[config.mk]
export PLATFORM = sky130hd
export DESIGN_NAME = mpg_top
export DESIGN_NICKNAME = d
export VERILOG_FILES = /design/src/rtl/mpg_pkg.sv /design/src/rtl/mpg_latch_pair.sv /design/src/rtl/mpg_top.sv
export SDC_FILE = /design/constraint.sdc
export NUM_CORES = 1
export LEC_CHECK = 0
export BUFFER_PORTS_ARGS = -buffer_cell sky130_fd_sc_hd__buf_2
export CAP_MARGIN = 5
export CORE_ASPECT_RATIO = 0.8
export CORE_MARGIN = 2
export CORE_UTILIZATION = 37
export CTS_CLUSTER_SIZE = 20
export DETAILED_ROUTE_END_ITERATION = 16
export PLACE_DENSITY = 0.81
export SLEW_MARGIN = 15
export SYNTH_ARGS = -nofsm -noshare
export SYNTH_HDL_FRONTEND = slang
export SYNTH_SLANG_ARGS = --single-unit
[constraint.sdc]
create_clock -name sys_clk -period 1.3 [get_ports sys_clk]
set_input_delay 0.13 -clock sys_clk [delete_from_list [all_inputs] [get_ports sys_clk]]
set_output_delay 0.13 -clock sys_clk [all_outputs]
set_load 0.005 [all_outputs]
[src/rtl/mpg_pkg.sv]
// package: register map, field positions and reset values of the gating stage
package mpg_pkg;
  // axi4-lite register byte addresses
  localparam logic [3:0] MPG_ADDR_CTRL   = 4'h0;  // control word
  localparam logic [3:0] MPG_ADDR_STATUS = 4'h4;  // live state, read only
  localparam logic [3:0] MPG_ADDR_EVENT  = 4'h8;  // sticky events, w1c
  // control fields
  localparam int MPG_CTRL_EN_BIT = 0;             // software drive enable
  localparam logic [31:0] MPG_CTRL_RESET = 32'h0000_0001;
  // status fields
  localparam int MPG_ST_MOD_BIT   = 0;            // modulation latch
  localparam int MPG_ST_SENSE_BIT = 1;            // current sense latch
  localparam int MPG_ST_FAULT_BIT = 2;            // fault condition active
  localparam int MPG_ST_UV_BIT    = 3;            // any undervoltage
  localparam int MPG_ST_HOT_BIT   = 4;            // thermal shutdown
  localparam int MPG_ST_BADS_BIT  = 5;            // invalid sensor code
  localparam int MPG_ST_FPIN_BIT  = 6;            // fault pin level
  localparam int MPG_ST_TPIN_LSB  = 7;            // top pin levels, 3 bits
  localparam int MPG_ST_BOT_LSB   = 10;           // bottom drives, 3 bits
  // sticky event fields
  localparam int MPG_EV_OC_BIT   = 0;             // overcurrent seen
  localparam int MPG_EV_UV_BIT   = 1;             // undervoltage seen
  localparam int MPG_EV_HOT_BIT  = 2;             // thermal shutdown seen
  localparam int MPG_EV_BADS_BIT = 3;             // invalid sensor seen
  localparam int MPG_EV_WIDTH    = 4;
  localparam logic [MPG_EV_WIDTH-1:0] MPG_EV_RESET = 4'h0;
  // axi response codes
  localparam logic [1:0] MPG_RESP_OKAY   = 2'h0;
  localparam logic [1:0] MPG_RESP_SLVERR = 2'h2;
endpackage

[src/rtl/mpg_latch_pair.sv]
// the dual latch pair that allows one conduction pulse per ramp cycle
`timescale 1ns/1ns
`default_nettype none
module mpg_latch_pair
  import mpg_pkg::*;
(
  input  wire logic sys_clk,
  input  wire logic rst,
  input  wire logic cycle_start,   // ramp discharge, start of cycle
  input  wire logic speed_trip,    // ramp above speed command
  input  wire logic overcurrent,   // sense above threshold
  output logic      mod_next,      // next modulation latch value
  output logic      sense_next,    // next current sense latch value
  output logic      mod_q,         // modulation latch
  output logic      sense_q        // current sense latch
);
  logic mod_reg;                   // upper latch
  logic sense_reg;                 // lower latch

  // next values: only the cycle start sets, comparators clear
  always_comb begin
    mod_next   = mod_reg;
    sense_next = sense_reg;
    if (cycle_start) begin
      mod_next   = 1'b1;
      sense_next = 1'b1;
    end else begin
      if (speed_trip) begin
        mod_next = 1'b0;
      end
      if (overcurrent) begin
        sense_next = 1'b0;
      end
    end
  end

  // register the latches
  always_ff @(posedge sys_clk) begin
    if (rst) begin
      mod_reg   <= 1'b0;
      sense_reg <= 1'b0;
    end else begin
      mod_reg   <= mod_next;
      sense_reg <= sense_next;
    end
  end

  assign mod_q   = mod_reg;
  assign sense_q = sense_reg;
endmodule
`default_nettype wire

[src/rtl/mpg_top.sv]
// motor pwm and protection gating stage with axi4-lite registers
//
// Notes on behaviour
// cycle start sets both latches
// speed comparator clears the modulation latch
// chopping applies to bottom drives only
// overcurrent clears sense latch, drive off
// at most one conduction pulse per cycle
// fault low on any protection condition
// undervoltage: fault, tops off, bottoms low
// thermal shutdown acts as enable low
// system may latch shutdown via delayed feedback
// fault and top drives are active low
// enable low: tops off, bottoms follow brake
// bottoms need selection and both latches
//
// The AXI4-Lite register port and the register offsets were chosen for this implementation.
`timescale 1ns/1ns
`default_nettype none
module mpg_top
  import mpg_pkg::*;
(
  input  wire logic        sys_clk,
  input  wire logic        rst,
  // comparators and monitors
  input  wire logic        cycle_start,
  input  wire logic        speed_trip,
  input  wire logic        overcurrent,
  input  wire logic        uv_logic_supply,
  input  wire logic        uv_bottom_supply,
  input  wire logic        uv_reference,
  input  wire logic        thermal_shutdown,
  input  wire logic        output_enable,
  input  wire logic        brake,
  // commutation decode
  input  wire logic        sensor_valid,
  input  wire logic [2:0]  comm_top,
  input  wire logic [2:0]  comm_bottom,
  // drive pins
  input  wire logic [2:0]  top_drive_n_i,
  output logic      [2:0]  top_drive_n_o,
  output logic      [2:0]  top_drive_n_oe,
  output logic      [2:0]  bottom_drive,
  input  wire logic        fault_n_i,
  output logic             fault_n_o,
  output logic             fault_n_oe,
  // axi4-lite slave
  input  wire logic [3:0]  s_axi_awaddr,
  input  wire logic        s_axi_awvalid,
  output logic             s_axi_awready,
  input  wire logic [31:0] s_axi_wdata,
  input  wire logic [3:0]  s_axi_wstrb,
  input  wire logic        s_axi_wvalid,
  output logic             s_axi_wready,
  output logic [1:0]       s_axi_bresp,
  output logic             s_axi_bvalid,
  input  wire logic        s_axi_bready,
  input  wire logic [3:0]  s_axi_araddr,
  input  wire logic        s_axi_arvalid,
  output logic             s_axi_arready,
  output logic [31:0]      s_axi_rdata,
  output logic [1:0]       s_axi_rresp,
  output logic             s_axi_rvalid,
  input  wire logic        s_axi_rready
);
  logic                    mod_next;      // latch next values
  logic                    sense_next;
  logic                    mod_q;         // latch states
  logic                    sense_q;
  logic                    uv_any;        // any undervoltage monitor
  logic                    drive_en;      // enable after thermal and sw
  logic                    fault_cond;    // fault condition
  logic [2:0]              top_on;        // top switch conducts
  logic [2:0]              bot_on;        // bottom drive level
  logic [2:0]              top_oe_reg;
  logic [2:0]              top_oe_next;
  logic [2:0]              bot_reg;
  logic [2:0]              bot_next;
  logic                    fault_oe_reg;
  logic                    fault_oe_next;
  logic [31:0]             ctrl_reg;
  logic [31:0]             ctrl_next;
  logic [MPG_EV_WIDTH-1:0] ev_reg;
  logic [MPG_EV_WIDTH-1:0] ev_next;
  logic [MPG_EV_WIDTH-1:0] ev_set;
  logic [MPG_EV_WIDTH-1:0] ev_clr;
  logic                    bvalid_reg;
  logic                    bvalid_next;
  logic [1:0]              bresp_reg;
  logic [1:0]              bresp_next;
  logic                    rvalid_reg;
  logic                    rvalid_next;
  logic [1:0]              rresp_reg;
  logic [1:0]              rresp_next;
  logic [31:0]             rdata_reg;
  logic [31:0]             rdata_next;
  logic                    wr_fire;       // write taken this cycle
  logic                    rd_fire;       // read taken this cycle
  logic [31:0]             status_word;

  // address decode shared by read and write paths
  function automatic logic addr_mapped(input logic [3:0] a);
    addr_mapped = (a == MPG_ADDR_CTRL) || (a == MPG_ADDR_STATUS) ||
                  (a == MPG_ADDR_EVENT);
  endfunction

  // dual latch pwm core
  mpg_latch_pair u_latch (
    .sys_clk     (sys_clk),
    .rst         (rst),
    .cycle_start (cycle_start),
    .speed_trip  (speed_trip),
    .overcurrent (overcurrent),
    .mod_next    (mod_next),
    .sense_next  (sense_next),
    .mod_q       (mod_q),
    .sense_q     (sense_q)
  );

  // protection and drive selection, priority from uv downward
  always_comb begin
    uv_any     = uv_logic_supply | uv_bottom_supply | uv_reference;
    drive_en   = output_enable & ~thermal_shutdown
                 & ctrl_reg[MPG_CTRL_EN_BIT];
    fault_cond = ~sensor_valid | ~output_enable | overcurrent
                 | uv_any | thermal_shutdown;
    top_on     = 3'h0;
    bot_on     = 3'h0;
    if (uv_any) begin
      bot_on = 3'h0;
    end else if (!sensor_valid || !drive_en) begin
      bot_on = {3{brake}};
    end else if (brake) begin
      bot_on = 3'h7;
    end else begin
      top_on = comm_top;
      bot_on = comm_bottom & {3{mod_next & sense_next}};
    end
  end

  // drive output next values; open collector pulls low when on
  always_comb begin
    top_oe_next   = top_on;
    bot_next      = bot_on;
    fault_oe_next = fault_cond;
  end

  // drive output registers
  always_ff @(posedge sys_clk) begin
    if (rst) begin
      top_oe_reg   <= 3'h0;
      bot_reg      <= 3'h0;
      fault_oe_reg <= 1'b0;
    end else begin
      top_oe_reg   <= top_oe_next;
      bot_reg      <= bot_next;
      fault_oe_reg <= fault_oe_next;
    end
  end

  assign top_drive_n_o  = 3'h0;
  assign top_drive_n_oe = top_oe_reg;
  assign bottom_drive   = bot_reg;
  assign fault_n_o      = 1'b0;
  assign fault_n_oe     = fault_oe_reg;

  // live status word
  always_comb begin
    status_word = 32'h0000_0000;
    status_word[MPG_ST_MOD_BIT]   = mod_q;
    status_word[MPG_ST_SENSE_BIT] = sense_q;
    status_word[MPG_ST_FAULT_BIT] = fault_oe_reg;
    status_word[MPG_ST_UV_BIT]    = uv_any;
    status_word[MPG_ST_HOT_BIT]   = thermal_shutdown;
    status_word[MPG_ST_BADS_BIT]  = ~sensor_valid;
    status_word[MPG_ST_FPIN_BIT]  = fault_n_i;
    status_word[MPG_ST_TPIN_LSB +: 3] = top_drive_n_i;
    status_word[MPG_ST_BOT_LSB +: 3]  = bot_reg;
  end

  // bus slave next values: write takes address and data together
  always_comb begin
    wr_fire     = s_axi_awvalid & s_axi_wvalid & ~bvalid_reg;
    rd_fire     = s_axi_arvalid & ~rvalid_reg;
    ctrl_next   = ctrl_reg;
    ev_clr      = '0;
    bvalid_next = bvalid_reg & ~s_axi_bready;
    bresp_next  = bresp_reg;
    rvalid_next = rvalid_reg & ~s_axi_rready;
    rresp_next  = rresp_reg;
    rdata_next  = rdata_reg;
    ev_set      = '0;
    ev_set[MPG_EV_OC_BIT]   = overcurrent;
    ev_set[MPG_EV_UV_BIT]   = uv_any;
    ev_set[MPG_EV_HOT_BIT]  = thermal_shutdown;
    ev_set[MPG_EV_BADS_BIT] = ~sensor_valid;
    if (wr_fire) begin
      bvalid_next = 1'b1;
      bresp_next  = addr_mapped(s_axi_awaddr) ? MPG_RESP_OKAY
                                              : MPG_RESP_SLVERR;
      if (s_axi_awaddr == MPG_ADDR_CTRL && s_axi_wstrb[0]) begin
        ctrl_next[7:0] = s_axi_wdata[7:0];
      end
      if (s_axi_awaddr == MPG_ADDR_EVENT && s_axi_wstrb[0]) begin
        ev_clr = s_axi_wdata[MPG_EV_WIDTH-1:0];
      end
    end
    // a new event in the clearing cycle survives the clear
    ev_next = (ev_reg & ~ev_clr) | ev_set;
    if (rd_fire) begin
      rvalid_next = 1'b1;
      rresp_next  = addr_mapped(s_axi_araddr) ? MPG_RESP_OKAY
                                              : MPG_RESP_SLVERR;
      unique case (s_axi_araddr)
        MPG_ADDR_CTRL:   rdata_next = ctrl_reg;
        MPG_ADDR_STATUS: rdata_next = status_word;
        MPG_ADDR_EVENT:  rdata_next = {28'h0, ev_reg};
        default:         rdata_next = 32'h0000_0000;
      endcase
    end
  end

  // bus slave registers
  always_ff @(posedge sys_clk) begin
    if (rst) begin
      ctrl_reg   <= MPG_CTRL_RESET;
      ev_reg     <= MPG_EV_RESET;
      bvalid_reg <= 1'b0;
      bresp_reg  <= MPG_RESP_OKAY;
      rvalid_reg <= 1'b0;
      rresp_reg  <= MPG_RESP_OKAY;
      rdata_reg  <= 32'h0000_0000;
    end else begin
      ctrl_reg   <= ctrl_next;
      ev_reg     <= ev_next;
      bvalid_reg <= bvalid_next;
      bresp_reg  <= bresp_next;
      rvalid_reg <= rvalid_next;
      rresp_reg  <= rresp_next;
      rdata_reg  <= rdata_next;
    end
  end

  assign s_axi_awready = s_axi_wvalid & ~bvalid_reg;
  assign s_axi_wready  = s_axi_awvalid & ~bvalid_reg;
  assign s_axi_bvalid  = bvalid_reg;
  assign s_axi_bresp   = bresp_reg;
  assign s_axi_arready = ~rvalid_reg;
  assign s_axi_rvalid  = rvalid_reg;
  assign s_axi_rresp   = rresp_reg;
  assign s_axi_rdata   = rdata_reg;
endmodule
`default_nettype wire

==> out/qor_table.md <==
| Quantity | This run |
|:---|:---|
| DRC violations left | 0 |
| Count of distinct cell types in the synthesized netlist | 36 |
| Skew-Pair Late Insertion Delay | 0.28 ns |
| Area Overhead vs Synth | 28.4% |
| Final clock period utilization by the worst path | 0.925 |
| Final ANT Viol Nets | 0 |
| Via/cell ratio | 4.99 |
| Portion of the post-synthesis area used by sequential elements | 0.420 |
| Vias | 1685 |
| Post-CTS Hold Buffers | 0 |
| Clock Root Buffer | sky130_fd_sc_hd__clkbuf_8 |
| Total number of yosys warnings | 0 |
| Pwr/cell area | 1020 nW/µm² |
| # IOs | 123 |
| Largest family of logic cells by synthesized area | simple AND/OR/NAND/NOR gates |
| First-pass GRT wire length | 6670 µm |
| Post-Synthesis Cells | 197 |
| GRT overflow | 0 |
| Min cycle time layout | 1.20 ns |
| Die width | 82.2 µm |
| Final core occ | 0.499 |
| Number of maximum-capacitance violations | 0 |
| Largest net degree at the start of global routing | 20 |
| Number of buffers on the longest clock path | 2 |
| Nature of the critical path endpoint | flop |
| Leading cell types in the layout, fill and taps excluded | 70 x sky130_fd_sc_hd__buf_2, 38 x sky130_fd_sc_hd__dfxtp_1, 25 x sky130_fd_sc_hd__conb_1 |
| Endpoints failing hold | 0 |
| Fin cells | 338 |
| Final setup slack of the worst path | 0.0974 ns |
| Hold Crit Class | in -> reg |
| Count of state elements after synthesis | 38 |
| Average detailed-routed wire length per instance | 13.0 µm |
| Starting utilization of the core area | 0.389 |
| Post-synthesis instance area | 1810 µm² |
| Final setup fails | 0 |
| Max reg flops | 13 |
| Fraction of layout cells with a size suffix above 1 | 0.345 |
| Total number of clock tree sinks | 38 |
| Clock transition at path regs | 0.08 ns |
| Number of placed instances, taps included | 327 |
| Xor-xnor portion of the synthesized cell area | 0 |
| Antenna violations before repair | 0 |
| Worst setup path category | reg -> reg |
| Adder-Cell Fraction of Synth Area | 0 |
| Data required, critical path | 1.52 ns |
| # rows | 22 |
| Fraction of the mapped netlist area in simple logic gates | 0.217 |
| Total routing usage reported by global routing | 0.159 |
| Mean cell area of the mapped netlist | 9.18 µm² |
| Critical path fanouts, max | 9 |
| Standard cell core area | 4650 µm² |
| Clock Skews | 0.00524 ns |
| Highest clock frequency the design can meet | 832 MHz |
| TritonCTS clock tree | yes |
| Arrival time reported for the critical path endpoint | 1.42 ns |
| Maximum ir drop on the vdd rail | 369 µV |
| Max-slew violation count | 0 |
| Nature of the critical path startpoint | flop |
| Total Wirelength | 4380 µm |
| H-tree depth | 2 |
| Number of global-route vias before repair | 1433 |
| Number of DRC violations after detailed-routing iteration 0 | 134 |
| Pre-CTS worst setup slack | -0.0697 ns |
| Worst hold slack across all endpoints | 0.0431 ns |
| Multiplexer share of the synthesized area | 0.0429 |
| Port bufs | 70 |
| TritonCTS buffer count | 5 |
| Dpl hpwl | 3330 µm |
| Total die area | 5470 µm² |
| Filler cells | 461 |
| Static leakage power | 1.05 nW |
| Share of the synthesized area in compound gates (AO/OA/AOI/OAI) | 0.178 |
| Net count, final | 348 |
| Most common cell after layout, fill and taps aside | sky130_fd_sc_hd__buf_2 |
| Antenna diodes | 0 |
| Result of the run | finished, final reports clean |
| Final GP Congestion | 0.773 |
| Height of the chip | 66.5 µm |
| Initial DRT Pass Iterations | 4 |
| Setup repair after global routing missed its margin | true |
## critical path, stage by stage, from the launching register on
cell and delay [ns]:
sky130_fd_sc_hd__dfxtp_1 0.34, sky130_fd_sc_hd__nor4b_2 0.26, sky130_fd_sc_hd__buf_4 0.20, sky130_fd_sc_hd__nand3b_1 0.16
sky130_fd_sc_hd__o21ai_1 0.17
## routing by layer
layer | track usage | vias to the layer above | routed length (µm)
li1 | - | 833 | -
met1 | 0.207 | 778 | 1960
met2 | 0.259 | 70 | 2020
met3 | 0.0447 | 4 | 378
met4 | 0.0375 | 0 | 29
met5 | 0 | - | 0
## per-stage QoR
stage / setup TNS, ns / total power, mW / instance area [µm²]
after floorplan: 0 / 1.43 / 1900
after global placement: -0.339 / 1.54 / 2200
after detailed placement: -0.574 / 1.54 / 2200
after CTS: 0 / 2.38 / 2290
after global routing: -0.0103 / 2.49 / 2320
final: 0 / 2.36 / 2320
## path summary, 6_finish.rpt
| check | start | end | slack (ns) | cells after the start |
|---|---|---|---|---|
| max | s_axi_rvalid$_SDFF_PP0_ | s_axi_rdata[1]$_SDFFE_PP0P_ | 0.1 | 4 |
| min | comm_top[0] | top_drive_n_oe[0]$_SDFF_PP0_ | 0.04 | 2 |
| max reg2reg | s_axi_rvalid$_SDFF_PP0_ | s_axi_rdata[1]$_SDFFE_PP0P_ | 0.1 | 4 |
| min reg2reg | s_axi_rdata[5]$_SDFFE_PP0P_ | s_axi_rdata[5]$_SDFFE_PP0P_ | 0.46 | 2 |
## final cells by class
| type | instances | area, µm² | area share |
|---|---|---|---|
| inverter | 6 | 22.5 | 0.00970 |
| sequential | 38 | 761 | 0.328 |
| clock inverter | 1 | 5.00 | 0.00216 |
| clock buffer | 7 | 86.3 | 0.0372 |
| multi-input combinational | 142 | 905 | 0.390 |
| timing repair buffer | 84 | 468 | 0.202 |
| tap | 60 | 75.1 | 0.0323 |
## synth_stat cells
cell type,instances,area (µm²)
sky130_fd_sc_hd__inv_1,6,22.5
sky130_fd_sc_hd__and3b_1,1,8.76
sky130_fd_sc_hd__nor3_2,1,10.0
sky130_fd_sc_hd__nor4b_1,1,8.76
sky130_fd_sc_hd__nand3b_1,6,45.0
sky130_fd_sc_hd__nor3_1,3,15.0
sky130_fd_sc_hd__and3_1,1,6.26
sky130_fd_sc_hd__nor4b_4,1,23.8
sky130_fd_sc_hd__conb_1,1,3.75
sky130_fd_sc_hd__o21bai_1,1,7.51
sky130_fd_sc_hd__clkbuf_1,7,26.3
sky130_fd_sc_hd__a32oi_1,8,70.1
sky130_fd_sc_hd__buf_4,25,188
sky130_fd_sc_hd__mux2i_1,1,10.0
sky130_fd_sc_hd__nand4b_1,8,70.1
sky130_fd_sc_hd__buf_2,3,15.0
sky130_fd_sc_hd__a22oi_1,3,22.5
sky130_fd_sc_hd__nor4bb_1,1,10.0
sky130_fd_sc_hd__nand2b_1,3,18.8
sky130_fd_sc_hd__nor2b_1,5,31.3
sky130_fd_sc_hd__a311oi_1,4,35.0
sky130_fd_sc_hd__o21ai_1,7,35.0
sky130_fd_sc_hd__nand2_1,8,30.0
sky130_fd_sc_hd__or4b_1,1,10.0
sky130_fd_sc_hd__mux2_1,6,67.6
sky130_fd_sc_hd__nor2_1,16,60.1
sky130_fd_sc_hd__o2111ai_1,1,8.76
sky130_fd_sc_hd__a2111oi_0,1,8.76
sky130_fd_sc_hd__nor3b_1,1,7.51
sky130_fd_sc_hd__a21oi_1,13,65.1
sky130_fd_sc_hd__a221oi_1,2,17.5
sky130_fd_sc_hd__nor4_1,2,12.5
sky130_fd_sc_hd__or3_1,1,6.26
sky130_fd_sc_hd__o31ai_1,7,52.6
sky130_fd_sc_hd__dfxtp_1,38,761
sky130_fd_sc_hd__and2_1,3,18.8
## kinds of logic (layout without fill, tap and decap cells)
family / count (synthesis) / after routing
other: 1 / 25
buffers and inverters: 41 / 98
AO/OA/AOI/OAI: 47 / 47
AND/OR/NAND/NOR: 63 / 63
flip-flops: 38 / 38
multiplexers: 7 / 7
## report_power, final
| group | internal, mW | switching (mW) |
|---|---|---|
| combinational | 0.144 | 0.170 |
| sequential | 1.19 | 0.0189 |
| clock | 0.428 | 0.405 |
## what timing repair did
action,CTS,global route
gates resized for setup,0,3
buffers inserted,0,3
setup endpoints to repair,0,5
(Power assumes the default switching activity.)
